### config.mk
export PLATFORM = sky130hd
export DESIGN_NAME = pdsr_regs
export DESIGN_NICKNAME = d
export VERILOG_FILES = /design/src/rtl/pdsr_pkg.sv /design/src/rtl/pdsr_pad_map.sv /design/src/rtl/pdsr_regs.sv
export SDC_FILE = /design/constraint.sdc
export NUM_CORES = 1
export LEC_CHECK = 0
export BUFFER_PORTS_ARGS = -buffer_cell sky130_fd_sc_hd__buf_2
export CORE_ASPECT_RATIO = 0.5
export CORE_MARGIN = 10
export CORE_UTILIZATION = 49
export CTS_CLUSTER_DIAMETER = 100
export DETAILED_ROUTE_END_ITERATION = 10
export PLACE_DENSITY = 0.86
export SYNTH_ARGS = -nofsm -noshare
export SYNTH_HDL_FRONTEND = slang
export SYNTH_HIERARCHICAL = 1
export SYNTH_SLANG_ARGS = --single-unit
### constraint.sdc
create_clock -name mclk -period 3.2 [get_ports mclk]
set_clock_uncertainty 0.2 [all_clocks]
set_input_delay 0.32 -clock mclk [delete_from_list [all_inputs] [get_ports mclk]]
set_output_delay 0.32 -clock mclk [all_outputs]
set_load 0.05 [all_outputs]
### src/rtl/pdsr_pkg.sv
package pdsr_pkg;

    // ------------------------------------------------------------
    // Register map
    // ------------------------------------------------------------
    localparam int ADDR_W = 9;
    localparam logic [8:0] OFF_PORT1_PIN_STRENGTH = 9'h1f0;
    localparam logic [8:0] OFF_PORT2_PIN_STRENGTH = 9'h1f1;
    localparam logic [8:0] OFF_GROUP_STRENGTH_A = 9'h1f2;
    localparam logic [8:0] OFF_GROUP_STRENGTH_B = 9'h1f3;

    // ------------------------------------------------------------
    // Reset values and writable masks
    // ------------------------------------------------------------
    localparam logic [7:0] RST_STRENGTH = 8'h00;
    localparam logic [7:0] MASK_PIN_STRENGTH = 8'hff;
    localparam logic [7:0] MASK_GROUP_A = 8'hc3;
    localparam logic [7:0] MASK_GROUP_B = 8'h3b;

    // ------------------------------------------------------------
    // Field positions in the group registers
    // ------------------------------------------------------------
    localparam int BIT_P0_LOW_NIBBLE = 0;
    localparam int BIT_P0_HIGH_NIBBLE = 1;
    localparam int BIT_P3_LOW_NIBBLE = 6;
    localparam int BIT_P3_HIGH_NIBBLE = 7;
    localparam int BIT_P4_PIN3 = 0;
    localparam int BIT_P4_HIGH_NIBBLE = 1;
    localparam int BIT_P5_UPPER_PAIR = 3;
    localparam int BIT_P6_LOW_NIBBLE = 4;
    localparam int BIT_P6_HIGH_NIBBLE = 5;

    // ------------------------------------------------------------
    // Carriers
    // ------------------------------------------------------------
    typedef struct packed {
        logic [8:0] addr;
        logic [7:0] wdata;
        logic wr;
        logic rd;
    } pdsr_bus_req_s;

    // One byte per port, bit i is pin i
    typedef struct packed {
        logic [7:0] p6;
        logic [7:0] p5;
        logic [7:0] p4;
        logic [7:0] p3;
        logic [7:0] p2;
        logic [7:0] p1;
        logic [7:0] p0;
    } pdsr_ports_s;

endpackage

### src/rtl/pdsr_pad_map.sv
`timescale 1ns/1ps
`default_nettype none
module pdsr_pad_map
    import pdsr_pkg::*;
(
    // Stored strength settings
    input wire logic [7:0] port1_pin_strength,
    input wire logic [7:0] port2_pin_strength,
    input wire logic [7:0] group_strength_a,
    input wire logic [7:0] group_strength_b,
    // Pin expansion
    output pdsr_ports_s pin_strength
);

    function automatic logic [3:0] nib(input logic b);
        nib = {4{b}};
    endfunction

    always_comb
    begin
        pin_strength = '0;
        pin_strength.p1 = port1_pin_strength; // RQ1
        pin_strength.p2 = port2_pin_strength; // RQ2
        pin_strength.p0 = {nib(group_strength_a[BIT_P0_HIGH_NIBBLE]),
            nib(group_strength_a[BIT_P0_LOW_NIBBLE])}; // RQ5
        pin_strength.p3 = {nib(group_strength_a[BIT_P3_HIGH_NIBBLE]),
            nib(group_strength_a[BIT_P3_LOW_NIBBLE])}; // RQ5
        pin_strength.p4 = {nib(group_strength_b[BIT_P4_HIGH_NIBBLE]),
            group_strength_b[BIT_P4_PIN3], 3'h0}; // RQ6
        pin_strength.p5 = {{2{group_strength_b[BIT_P5_UPPER_PAIR]}},
            6'h00}; // RQ6
        pin_strength.p6 = {nib(group_strength_b[BIT_P6_HIGH_NIBBLE]),
            nib(group_strength_b[BIT_P6_LOW_NIBBLE])}; // RQ6
    end

endmodule // pdsr_pad_map
`default_nettype wire

### src/rtl/pdsr_regs.sv
// Function
// RQ1: Port 1 per-pin strength register
// RQ2: Port 2 per-pin strength register
// RQ3: High strength applies to both levels
// RQ4: Strength acts only on output pins
// RQ5: Group A maps port 0, 3 nibbles
// RQ6: Group B maps ports 4, 5, 6
// RQ7: Unassigned group bits read zero
// RQ8: Pad select is bit and direction
//
// Chosen here: strobed register access.
`timescale 1ns/1ps
`default_nettype none
module pdsr_regs
    import pdsr_pkg::*;
(
    // Clock and reset
    input wire logic mclk,
    input wire logic srst,
    // Register port
    input wire logic [8:0] reg_addr,
    input wire logic [7:0] reg_wdata,
    input wire logic reg_wr,
    input wire logic reg_rd,
    output logic [7:0] reg_rdata,
    // Pin direction, 1 is output
    input wire pdsr_ports_s pin_dir_out,
    // Pad strength selects, 1 is high for both levels
    output pdsr_ports_s pad_high_drive
);

    // ------------------------------------------------------------
    // State
    // ------------------------------------------------------------
    typedef struct packed {
        logic [7:0] port1_pin_strength;
        logic [7:0] port2_pin_strength;
        logic [7:0] group_strength_a;
        logic [7:0] group_strength_b;
        logic [7:0] rdata;
    } pdsr_state_s;

    // One select line per register
    localparam int NUM_REGS = 4;
    localparam int SEL_PORT1 = 0;
    localparam int SEL_PORT2 = 1;
    localparam int SEL_GROUP_A = 2;
    localparam int SEL_GROUP_B = 3;

    typedef logic [NUM_REGS-1:0] pdsr_sel_t;

    // Register side
    pdsr_state_s st_q;
    pdsr_state_s st_d;
    pdsr_bus_req_s bus_req;
    pdsr_sel_t bus_sel;
    logic [7:0] bus_mask;
    logic [7:0] wr_bits;
    // Pad side
    pdsr_ports_s pin_strength;

    // ------------------------------------------------------------
    // Address decode
    // ------------------------------------------------------------
    // One-hot register select, zero when unmapped
    function automatic pdsr_sel_t reg_select(input logic [ADDR_W-1:0] addr);
        reg_select = '0;
        unique case (addr)
            OFF_PORT1_PIN_STRENGTH:
                reg_select[SEL_PORT1] = 1'b1;
            OFF_PORT2_PIN_STRENGTH:
                reg_select[SEL_PORT2] = 1'b1;
            OFF_GROUP_STRENGTH_A:
                reg_select[SEL_GROUP_A] = 1'b1;
            OFF_GROUP_STRENGTH_B:
                reg_select[SEL_GROUP_B] = 1'b1;
            default:
                reg_select = '0;
        endcase
    endfunction

    // ------------------------------------------------------------
    // Implemented bits
    // ------------------------------------------------------------
    // Bits that exist in the selected register
    function automatic logic [7:0] field_mask(input pdsr_sel_t sel);
        field_mask = 8'h00;
        if (sel[SEL_PORT1] || sel[SEL_PORT2])
        begin
            field_mask = MASK_PIN_STRENGTH;
        end
        if (sel[SEL_GROUP_A])
        begin
            field_mask = MASK_GROUP_A; // RQ7
        end
        if (sel[SEL_GROUP_B])
        begin
            field_mask = MASK_GROUP_B; // RQ7
        end
    endfunction

    // ------------------------------------------------------------
    // Read selection
    // ------------------------------------------------------------
    // Stored value of the selected register
    function automatic logic [7:0] read_mux(input pdsr_sel_t sel,
        input pdsr_state_s s);
        read_mux = 8'h00;
        if (sel[SEL_PORT1])
        begin
            read_mux = s.port1_pin_strength;
        end
        if (sel[SEL_PORT2])
        begin
            read_mux = s.port2_pin_strength;
        end
        if (sel[SEL_GROUP_A])
        begin
            read_mux = s.group_strength_a;
        end
        if (sel[SEL_GROUP_B])
        begin
            read_mux = s.group_strength_b;
        end
    endfunction

    // ------------------------------------------------------------
    // Bus request
    // ------------------------------------------------------------
    always_comb
    begin
        bus_req.addr = reg_addr;
        bus_req.wdata = reg_wdata;
        bus_req.wr = reg_wr;
        bus_req.rd = reg_rd;
    end

    assign bus_sel = reg_select(bus_req.addr);
    assign bus_mask = field_mask(bus_sel);
    assign wr_bits = bus_req.wdata & bus_mask;

    // ------------------------------------------------------------
    // Register access
    // ------------------------------------------------------------
    always_comb
    begin
        st_d = st_q;
        st_d.rdata = 8'h00;
        // Write path, unassigned bits dropped
        if (bus_req.wr && bus_sel[SEL_PORT1])
        begin
            st_d.port1_pin_strength = wr_bits; // RQ1
        end
        if (bus_req.wr && bus_sel[SEL_PORT2])
        begin
            st_d.port2_pin_strength = wr_bits; // RQ2
        end
        if (bus_req.wr && bus_sel[SEL_GROUP_A])
        begin
            st_d.group_strength_a = wr_bits; // RQ7
        end
        if (bus_req.wr && bus_sel[SEL_GROUP_B])
        begin
            st_d.group_strength_b = wr_bits; // RQ7
        end
        // Read path, data stands one cycle
        if (bus_req.rd)
        begin
            st_d.rdata = read_mux(bus_sel, st_q) & bus_mask; // RQ7
        end
    end

    always_ff @(posedge mclk)
    begin
        if (srst)
        begin
            st_q.port1_pin_strength <= RST_STRENGTH;
            st_q.port2_pin_strength <= RST_STRENGTH;
            st_q.group_strength_a <= RST_STRENGTH;
            st_q.group_strength_b <= RST_STRENGTH;
            st_q.rdata <= 8'h00;
        end
        else
        begin
            st_q <= st_d;
        end
    end

    // ------------------------------------------------------------
    // Read data
    // ------------------------------------------------------------
    assign reg_rdata = st_q.rdata;

    // ------------------------------------------------------------
    // Pad drive
    // ------------------------------------------------------------
    pdsr_pad_map pdsr_pad_map_i (
        .port1_pin_strength(st_q.port1_pin_strength),
        .port2_pin_strength(st_q.port2_pin_strength),
        .group_strength_a(st_q.group_strength_a),
        .group_strength_b(st_q.group_strength_b),
        .pin_strength(pin_strength)
    );

    // ------------------------------------------------------------
    // Direction gating
    // ------------------------------------------------------------
    // One select per pin drives both the high and low output stage
    function automatic logic [7:0] out_gate(input logic [7:0] strength,
        input logic [7:0] dir);
        out_gate = strength & dir; // RQ3 RQ4
    endfunction

    always_comb
    begin
        pad_high_drive.p0 = out_gate(pin_strength.p0, pin_dir_out.p0); // RQ8
        pad_high_drive.p1 = out_gate(pin_strength.p1, pin_dir_out.p1); // RQ8
        pad_high_drive.p2 = out_gate(pin_strength.p2, pin_dir_out.p2); // RQ8
        pad_high_drive.p3 = out_gate(pin_strength.p3, pin_dir_out.p3); // RQ8
        pad_high_drive.p4 = out_gate(pin_strength.p4, pin_dir_out.p4); // RQ8
        pad_high_drive.p5 = out_gate(pin_strength.p5, pin_dir_out.p5); // RQ8
        pad_high_drive.p6 = out_gate(pin_strength.p6, pin_dir_out.p6); // RQ8
    end

endmodule // pdsr_regs
`default_nettype wire

==> results of run 1 <==
-- cell usage in the layout (no fill, tap or decap), types with 2 or more instances in the layout --
cell type and n:
sky130_fd_sc_hd__mux2_2 3, sky130_fd_sc_hd__dfxtp_1 33, sky130_fd_sc_hd__clkbuf_8 5, sky130_fd_sc_hd__a21boi_0 2, sky130_fd_sc_hd__nor2_1 5, sky130_fd_sc_hd__mux2i_1 20, sky130_fd_sc_hd__nand2b_1 22, sky130_fd_sc_hd__clkinv_2 2
sky130_fd_sc_hd__nand3_1 5, sky130_fd_sc_hd__nand4_1 10, sky130_fd_sc_hd__nand3b_1 2, sky130_fd_sc_hd__and3b_1 2, sky130_fd_sc_hd__nor2b_1 6, sky130_fd_sc_hd__and2_1 56, sky130_fd_sc_hd__o21a_1 2, sky130_fd_sc_hd__nor3_1 2
sky130_fd_sc_hd__a2bb2oi_1 2, sky130_fd_sc_hd__a21oi_1 9, sky130_fd_sc_hd__conb_1 9, sky130_fd_sc_hd__o31ai_1 9, sky130_fd_sc_hd__buf_2 131, sky130_fd_sc_hd__nor4_1 4
-- worst max-delay path, cell delays in order --
cell                        delay [ns]
sky130_fd_sc_hd__buf_2            0.10
sky130_fd_sc_hd__nand4bb_1        0.69
sky130_fd_sc_hd__nor3_2           0.49
sky130_fd_sc_hd__mux2_2           0.38
-- final cells by class --
class                   instances  area (µm²)
clock buffers                   6        72.6
clock inverters                 2        10.0
flip-flops and latches         33         661
fillers                       445        2130
multi-input cells             181        1270
repair buffers                131         656
well taps                      70        87.6
-- registers in the layout, indices dropped and copies added (netlist names) --
| name | cells |
|---|---|
| st_q | 25 |
| reg_rdata | 8 |
-- per-layer routing --
metal | vias up | share of wire | global-route usage
li1 | 1027 | - | -
met1 | 911 | 0.40 | 0.151
met2 | 79 | 0.50 | 0.248
met3 | 7 | 0.092 | 0.0561
met4 | 0 | 0.013 | 0.0492
met5 | - | 0 | 0
-- metrics by stage --
step | setup WS, ns | hold WS [ns] | total power [mW]
2_1_floorplan | 1.64 | 0.254 | 0.496
3_3_place_gp | 0.943 | 0.274 | 0.534
3_5_place_dp | 0.907 | 0.274 | 0.536
4_1_cts | 1.21 | 0.104 | 0.828
5_1_grt | 1.08 | 0.123 | 0.857
6_report | 1.19 | 0.104 | 0.830
-- report_power, final --
part | switching, mW | leakage, nW | internal (mW) | total (mW)
sequential | 0.000176 | 0.266 | 0.411 | 0.411
combinational | 0.0677 | 1.07 | 0.0493 | 0.117
clock | 0.151 | 0.0450 | 0.150 | 0.302
total | 0.219 | 1.38 | 0.611 | 0.830
-- worst max path at each step --
stage	start	endpoint	slack [ns]	depth (start not counted)
CTS	reg_addr[2]	st_q[29]$_SDFFE_PP0P_	1.21	4
detailed placement	reg_addr[2]	st_q[29]$_SDFFE_PP0P_	0.91	4
global placement	reg_addr[2]	st_q[28]$_SDFFE_PP0P_	0.94	4
global route	reg_addr[2]	st_q[29]$_SDFFE_PP0P_	1.08	4
finish	reg_addr[2]	st_q[29]$_SDFFE_PP0P_	1.19	4
floorplan	reg_addr[2]	st_q[27]$_SDFFE_PP0P_	1.64	4
==> metrics.md, run 1 <==
| Metric | Value |
|---|---|
| Initial antenna violation count | `0` |
| Clock insertion delay at the later pin of the skew report | `0.29 ns` |
| Fin nets | `429` |
| Post-route non-filler standard cell count | `423` |
| Max capacitance violation total | `0` |
| Weighted congestion reported at the end of routability-driven placement | `0.815` |
| Share of final-layout standard cells stronger than drive strength 1 | `0.419` |
| Period utilisation layout | `0.627` |
| Post-synthesis instance total | `284` |
| Run status | `finished clean` |
| Count of cells along the worst register-to-register path | `3` |
| First DRT Iteration DRCs | `83` |
| WHS Endpoint | `st_q[38]$_SDFFE_PP0P_` |
| RSZ-0062 raised after global routing | `no` |
| Cells resized by post-CTS repair | `0` |
| Launch point of the worst reg-to-reg path | `st_q[29]$_SDFFE_PP0P_` |
| Mean routed wirelength per cell | `14.7 µm` |
| Residual DRC count | `0` |
| Capturing element type of the critical path | `register` |
| Detailed-placement wirelength estimate | `4960 µm` |
| Total wire length | `6200 µm` |
| Overflow left after global routing | `0` |
| Total power per unit cell area | `301 nW/µm²` |
| Area of all placed cells without fillers | `2750 µm²` |
| H-tree Lvls | `2` |
| Vias per Instance | `4.78` |
| Final critical-path required period | `2.01 ns` |
| Count of buffers from port buffering | `131` |
| Vias in the first global route | `2051` |
| Maximum achievable frequency | `498 MHz` |
| Number of sinks handled by clock tree synthesis | `33` |
| Slew of the pin with the lowest slew margin | `0.767 ns` |
| First-pass DRT Iterations | `4` |
| Dpl cells | `415` |
| Area after detailed placement | `2670 µm²` |
| Worst IR drop on VDD | `144 µV` |
| Hold Path Depth | `3` |
| WP data arrival | `1.98 ns` |
| Clock-pin slew on the worst setup and hold paths | `0.07 ns` |
| Wire length of the first global-routing pass | `10000 µm` |
| Type of the worst setup path | `in2reg` |
| Worst EP required | `3.18 ns` |
| Kind of path behind the tightest hold check | `in2reg` |
| Critical Path Fanout Max | `16` |
| CTS tree | `done` |
| Cell area after technology mapping | `2450 µm²` |
| Average footprint of a synthesized cell | `8.64 µm²` |
| Final hold viol count | `0` |
| Die boundary height | `70.1 µm` |
| Number of buffers added by the clock tree synthesis step | `5` |
| Slew Limit Fails | `0` |
| Antenna violation net count after detailed routing | `0` |
| Number of hold buffers added after CTS | `0` |
| Maximum number of pins on one net before global-route repair | `35` |
| Final Setup Violations | `0` |
| Global routing usage summed across all routing layers | `0.141` |
| Num rows | `18` |
| Horizontal die dimension | `120 µm` |
| Boundary pin count | `141` |
| Worst flop-to-flop path endpoint | `reg_rdata[5]$_SDFF_PP0_` |
| Core Footprint | `4890 µm²` |
| Fin Setup TNS | `0 ns` |
| Clk Tree Root Cell | `sky130_fd_sc_hd__clkbuf_8` |
| Startpoint types | `input pin` |
| Startpoint of the worst hold path | `reg_wdata[6]` |
| Antenna diode instance count | `0` |
| Total leakage power | `1.38 nW` |
| Number of buffers between clock root and the deepest sink | `2` |
| Via Count | `2024` |
| Initial Utilization | `0.502` |
| Post-layout utilization of the core | `0.563` |
| Setup slack, reg-to-reg | `1.91 ns` |
| Area growth syn-to-layout | `12.2%` |
| Post-CTS repair timing setup buffer count | `0` |
| Total Die Area | `8410 µm²` |
| Synthesis warning total | `6` |
| Relative slew margins | `0.486` |
Note: power is estimated with default switching activity, not from simulation.
==> run 2: changes to the inputs <==
Settings changed: ABC_AREA set to 1, CORE_UTILIZATION 49 to 46, PLACE_DENSITY 0.86 to 0.81.
Clock period 3.2 ns to 1.9 ns, I/O delays scaled along.
==> run 2 against run 1 <==
Compared with the run above:
- final cell count is 25% higher
- cell area increased by 5.1%
- sequential share of layout area fell by 0.47 points
- sequential power up 74%
- critical endpoint is now pad_high_drive[24]
- critical path depth fell by 1
- highest routed layer unchanged
- first-iteration DRC count increased by 76%
==> metrics.md, run 2 <==
| Metric | Value |
|---|---|
| Wire length of the first global-routing pass | `10700 µm (+7.1%)` |
| Mean routed wirelength per cell | `12.1 µm (-17%)` |
| Number of inserted filler cells in the final layout | `475 (+6.7%)` |
| Power after layout | `1.45 mW (+74%)` |
| Antenna violation net count after detailed routing | `0 (unchanged)` |
| First DRT Iteration DRCs | `146 (+76%)` |
| Busiest metal layer after global routing | `met2` |
| Total leakage power | `1.90 nW (+38%)` |
| Post-CTS repair timing setup buffer count | `0 (unchanged)` |
| Fin Setup TNS | `0 ns (unchanged)` |
| Share of final-layout standard cells stronger than drive strength 1 | `0.370 (-0.0497)` |
| Worst-path cell with the longest stage delay | `sky130_fd_sc_hd__dfxtp_1` |
| Synthesis warning total | `6 (unchanged)` |
| Run status | `finished clean` |
| Number of buffers between clock root and the deepest sink | `2 (unchanged)` |
| Total Die Area | `9070 µm² (+7.8%)` |
| Vias per Instance | `4.34 (-9.3%)` |
| Max reg flops | `26 (+4.0%)` |
| Most common cell after layout, fill and taps aside | `sky130_fd_sc_hd__buf_2` |
| Max capacitance violation total | `0 (unchanged)` |
| Fin nets | `536 (+25%)` |
| Vias in the first global route | `2310 (+13%)` |
| Register bank with the most flops | `st_q` |
| Area of all placed cells without fillers | `2890 µm² (+5.1%)` |
| Final hold slack | `0.00629 ns (-0.0979 ns)` |
| H-tree Lvls | `2 (unchanged)` |
| Overflow left after global routing | `0 (unchanged)` |
| Residual DRC count | `0 (unchanged)` |
| Die boundary height | `72.5 µm (+3.5%)` |
| Period utilisation layout | `0.792` |
| Crit path buffers/inverters | `2 (+1)` |
| Detailed-placement wirelength estimate | `5480 µm (+11%)` |
| Maximum single-stage delay on the critical path | `0.44 ns (-0.25 ns)` |
| Routing usage on met3 | `0.0428 (-0.0134)` |
| Clk Tree Root Cell | `sky130_fd_sc_hd__clkbuf_8` |
| Maximum achievable frequency | `664 MHz` |
| Weighted congestion reported at the end of routability-driven placement | `0.845 (+3.7%)` |
| Startpoint types | `register` |
| Final hold viol count | `0 (unchanged)` |
| Worst setup slack before clock tree synthesis | `0.220 ns (-0.688 ns)` |
| Num rows | `18 (unchanged)` |
| Initial Utilization | `0.494 (-0.00815)` |
| Number of sinks handled by clock tree synthesis | `34 (+3.0%)` |
| Area growth syn-to-layout | `14.1%` |
| CTS tree | `done` |
| First-pass DRT Iterations | `4 (unchanged)` |
| Cell area after technology mapping | `2540 µm² (+3.4%)` |
| Final Setup Violations | `0 (unchanged)` |
| Post-layout utilization of the core | `0.564 (about the same)` |
| WP data arrival | `1.12 ns (-0.86 ns)` |
| Kind of path behind the tightest hold check | `in2reg` |
| Dpl cells | `519 (+25%)` |
| Total wire length | `6440 µm (+3.9%)` |
| Via Count | `2301 (+14%)` |
| Initial antenna violation count | `0 (unchanged)` |
| Total power per unit cell area | `500 nW/µm² (+66%)` |
| Horizontal die dimension | `125 µm (+4.1%)` |
| Met1 routing resource usage after global routing | `0.172 (+0.0209)` |
| Clock-pin slew on the worst setup and hold paths | `0.07 ns (about the same)` |
| Worst EP required | `1.51 ns (-1.67 ns)` |
| Boundary pin count | `141 (unchanged)` |
| Worst IR drop on VDD | `288 µV (+100%)` |
| Area after detailed placement | `2770 µm² (+3.8%)` |
| Post-route non-filler standard cell count | `530 (+25%)` |
| Slew Limit Fails | `0 (unchanged)` |
| Clock insertion delay at the later pin of the skew report | `0.28 ns (about the same)` |
| Top Family by Delay on Critical Path | `flip-flops` |
| Capturing element type of the critical path | `primary output` |
| Core Footprint | `5130 µm² (+5.1%)` |
| Final critical-path required period | `1.51 ns` |
| Post-synthesis instance total | `380 (+34%)` |
| Antenna diode instance count | `0 (unchanged)` |
| Number of buffers added by the clock tree synthesis step | `5 (unchanged)` |
| Average footprint of a synthesized cell | `6.68 µm² (-23%)` |
| Critical Path Fanout Max | `6 (-10)` |
| Maximum number of pins on one net before global-route repair | `27 (-23%)` |
| RSZ-0062 raised after global routing | `no` |
| GR Util met2 | `0.225 (-0.0232)` |
| Count of buffers from port buffering | `131 (unchanged)` |
| Post-route worst setup slack | `0.395 ns (-0.799 ns)` |
| Ordered list of cells on the worst path | `nand2_1, inv_1, buf_2` |
| Global routing usage summed across all routing layers | `0.137 (-0.00416)` |
| Leading cell types in the layout, fill and taps excluded | `sky130_fd_sc_hd__buf_2 (131), sky130_fd_sc_hd__nand2_1 (89), sky130_fd_sc_hd__inv_1 (79), sky130_fd_sc_hd__dfxtp_1 (34), sky130_fd_sc_hd__a21oi_1 (22)` |
| Type of the worst setup path | `reg2out` |
==> run 2: worst register-to-register path, cell delays in order (launching register included) <==
cell and delay (ns):
sky130_fd_sc_hd__dfxtp_1 0.40, sky130_fd_sc_hd__nand4_1 0.15, sky130_fd_sc_hd__o211ai_1 0.14, sky130_fd_sc_hd__nand2_1 0.07, sky130_fd_sc_hd__inv_1 0.05
==> run 2: layout make-up <==
class,instances,area [µm²],share of cell area
Clock buffer,7,86.3,0.0298
Clock inverter,1,5.00,0.00173
Inverter,82,308,0.106
Multi-Input combinational cell,200,1030,0.355
Sequential cell,34,681,0.235
Tap cell,70,87.6,0.0303
Timing Repair Buffer,136,701,0.242
==> run 2: routing by layer <==
layer	vias up	part of all wire	wire (µm)
li1	1231	-	-
met5	-	0	0
met2	107	0.43	2770
met3	5	0.095	614
met1	958	0.47	3000
met4	0	0.0089	57
==> run 2: worst paths after layout <==
check	startpoint	endpoint	slack, ns	depth (start not counted)
worst max-delay path	st_q[22]$_SDFFE_PP0P_	pad_high_drive[24]	0.39	3
worst min-delay path	reg_wdata[0]	st_q[8]$_SDFFE_PP0P_	0.006	3
worst max register to register	st_q[30]$_SDFFE_PP0P_	reg_rdata[6]$_SDFF_PP0_	0.84	4
worst min register to register	st_q[8]$_SDFFE_PP0P_	st_q[8]$_SDFFE_PP0P_	0.27	2
==> run 2: what timing repair did <==
| item | 4_1_cts | 5_1_grt |
|---|---|---|
| hold buffers | 3 | 0 |
| resized for setup | 0 | 0 |
| hold endpoints to repair | 5 | 0 |
==> run 2: power breakdown <==
group          internal, mW  switching, mW
Combinational        0.0770          0.113
Sequential            0.713       0.000728
Clock                 0.292          0.250
Total                  1.08          0.364
==> run 3: changes to the inputs <==
Settings changed: CORE_UTILIZATION 46 to 41, PLACE_DENSITY 0.81 to 0.77.
Clock period 1.9 ns to 1.3 ns, I/O delays scaled along.
==> run 3 against run 2 <==
Compared with the run above:
- cell area grew 21%
- combinational power grew 74%
- clock power grew 100%
- non-clock buffer count grew 33
- core utilization grew 1.6 points
- critical path type unchanged
- largest cell class is now non-clock buffers
==> metrics.md, run 3 (synthesis gave the netlist of run 2 again) <==
| Metric | Value |
|---|---|
| Setup slack, reg-to-reg | `0.29 ns (-0.55 ns)` |
| Slew Limit Fails | `0 (unchanged)` |
| Maximum number of pins on one net before global-route repair | `27 (unchanged)` |
| Final critical-path required period | `1.28 ns` |
| Vias per Instance | `4.37 (+0.67%)` |
| Startpoint types | `register` |
| Worst IR drop on VDD | `437 µV (+52%)` |
| Total Die Area | `9930 µm² (+9.5%)` |
| Leading cell types in the layout, fill and taps excluded | `sky130_fd_sc_hd__nand2_1 (87), sky130_fd_sc_hd__buf_2 (84), sky130_fd_sc_hd__inv_1 (73), sky130_fd_sc_hd__buf_4 (50), sky130_fd_sc_hd__buf_6 (27)` |
| Worst setup slack before clock tree synthesis | `-0.217 ns (-0.437 ns)` |
| First-pass DRT Iterations | `4 (unchanged)` |
| Number of inserted filler cells in the final layout | `486 (+2.3%)` |
| Total power per unit cell area | `705 nW/µm² (+41%)` |
| Fin nets | `569 (+6.2%)` |
| Global routing usage summed across all routing layers | `0.138 (+0.000812)` |
| Die boundary height | `75.6 µm (+4.3%)` |
| Detailed-placement wirelength estimate | `5870 µm (+7.1%)` |
| Startpoint of the worst hold path | `reg_wdata[6]` |
| Clock-pin slew on the worst setup and hold paths | `0.05 ns (-0.02 ns)` |
| Area growth syn-to-layout | `37.9%` |
| Run status | `finished clean` |
| Area after detailed placement | `2980 µm² (+7.5%)` |
| Worst EP required | `0.97 ns (-0.54 ns)` |
| Overflow left after global routing | `0 (unchanged)` |
| Boundary pin count | `141 (unchanged)` |
| Launch point of the worst reg-to-reg path | `st_q[26]$_SDFFE_PP0P_` |
| First DRT Iteration DRCs | `131 (-10%)` |
| Wire length of the first global-routing pass | `11300 µm (+5.1%)` |
| Share of final-layout standard cells stronger than drive strength 1 | `0.445 (+0.0756)` |
| Weighted congestion reported at the end of routability-driven placement | `0.874 (+3.4%)` |
| Number of buffers added by the clock tree synthesis step | `5 (unchanged)` |
| Hold Path Depth | `3 (unchanged)` |
| Capturing element type of the critical path | `primary output` |
| Register bank with the most flops | `st_q` |
| Antenna diode instance count | `0 (unchanged)` |
| Max capacitance violation total | `0 (unchanged)` |
| Max reg flops | `26 (unchanged)` |
| Number of buffers between clock root and the deepest sink | `2 (unchanged)` |
| Area of all placed cells without fillers | `3500 µm² (+21%)` |
| Initial antenna violation count | `0 (unchanged)` |
| Power after layout | `2.47 mW (+71%)` |
| Worst flop-to-flop path endpoint | `reg_rdata[2]$_SDFF_PP0_` |
| Count of cells along the worst register-to-register path | `4 (unchanged)` |
| Num rows | `20 (+2)` |
| Final Setup Violations | `0 (unchanged)` |
| Most common cell after layout, fill and taps aside | `sky130_fd_sc_hd__nand2_1` |
| Clock insertion delay at the later pin of the skew report | `0.27 ns (about the same)` |
| Initial Utilization | `0.421 (-0.0734)` |
| Vias in the first global route | `2382 (+3.1%)` |
| Fin Setup TNS | `0 ns (unchanged)` |
| Horizontal die dimension | `131 µm (+5.0%)` |
| Critical Path Fanout Max | `5 (-1)` |
| Total wire length | `7850 µm (+22%)` |
| Clk Tree Root Cell | `sky130_fd_sc_hd__clkbuf_16` |
| Final hold slack | `0.0316 ns (+0.0253 ns)` |
| Period utilisation layout | `0.988` |
| Total leakage power | `2.09 nW (+10%)` |
| H-tree Lvls | `2 (unchanged)` |
| WHS Endpoint | `st_q[30]$_SDFFE_PP0P_` |
| Count of buffers from port buffering | `131 (unchanged)` |
| Kind of path behind the tightest hold check | `in2reg` |
| RSZ-0062 raised after global routing | `yes` |
| Mean routed wirelength per cell | `13.5 µm (+11%)` |
| Maximum achievable frequency | `779 MHz` |
| CTS tree | `done` |
| WP data arrival | `0.95 ns (-0.17 ns)` |
| Type of the worst setup path | `reg2out` |
| Number of sinks handled by clock tree synthesis | `34 (unchanged)` |
| Antenna violation net count after detailed routing | `0 (unchanged)` |
| Post-route worst setup slack | `0.0155 ns (-0.379 ns)` |
| Via Count | `2535 (+10%)` |
| Core Footprint | `6030 µm² (+17%)` |
| Residual DRC count | `0 (unchanged)` |
| Final hold viol count | `0 (unchanged)` |
run 3: cell types whose count changed in the layout (fill, tap and decap cells not counted), sizes merged:
cell | previous run | this run
clkinv | 1 | 0
dlygate4sd3 | 3 | 8
buf | 133 | 161
run 3: through the flow:
step | utilization | std cells
after floorplan | - | 388
after global placement | 0.494 | 559
after detailed placement | 0.494 | 559
after CTS | 0.552 | 574
after global routing | 0.580 | 580
final | 0.580 | 580
run 3: metal layers:
metal | part of all wire | up-vias | wire, µm | track usage
met5 | 0 | - | 0 | 0
met3 | 0.068 | 10 | 534 | 0.0421
met1 | 0.44 | 1111 | 3440 | 0.163
met2 | 0.48 | 115 | 3770 | 0.241
li1 | - | 1299 | - | -
met4 | 0.013 | 0 | 104 | 0.0428
run 3: final cells by class:
type                    instances  area, µm²  area share
clock buffers                   7        133      0.0379
multi-input cells             200       1050       0.301
well taps                      88        110      0.0315
repair buffers                169       1180       0.337
inverters                      82        308      0.0880
flip-flops and latches         34        716       0.205
run 3: worst max-delay path by stage:
stage / from / end / slack, ns
floorplan: reg_addr[7] / st_q[37]$_SDFFE_PP0P_ / 0.007
global placement: reg_addr[7] / st_q[23]$_SDFFE_PP0P_ / -0.19
detailed placement: reg_addr[7] / st_q[22]$_SDFFE_PP0P_ / -0.22
CTS: st_q[22]$_SDFFE_PP0P_ / pad_high_drive[27] / 0.001
global route: reg_addr[5] / st_q[12]$_SDFFE_PP0P_ / -0.03
finish: st_q[12]$_SDFFE_PP0P_ / pad_high_drive[51] / 0.02
run 3: critical path, stage by stage, from the launching register on:
cell                      delay [ns]
sky130_fd_sc_hd__dfxtp_4        0.36
sky130_fd_sc_hd__nand2_1        0.07
sky130_fd_sc_hd__inv_1          0.06
sky130_fd_sc_hd__buf_4          0.19
run 3: repair_timing:
action                                  4_1_cts  5_1_grt
buffers inserted                              0        6
pin swaps                                     0        3
resized for setup                            58       47
hold buffers                                  8        0
endpoints found under the setup margin       45       43
endpoints found under the hold margin        15        0
run 3: report_power, final:
part | total [mW] | internal, mW | leakage, nW | switching (mW)
Clock | 1.11 | 0.700 | 0.0640 | 0.406
Sequential | 1.03 | 1.03 | 0.283 | 0.00111
Combinational | 0.331 | 0.146 | 1.75 | 0.185
Total | 2.47 | 1.88 | 2.09 | 0.592
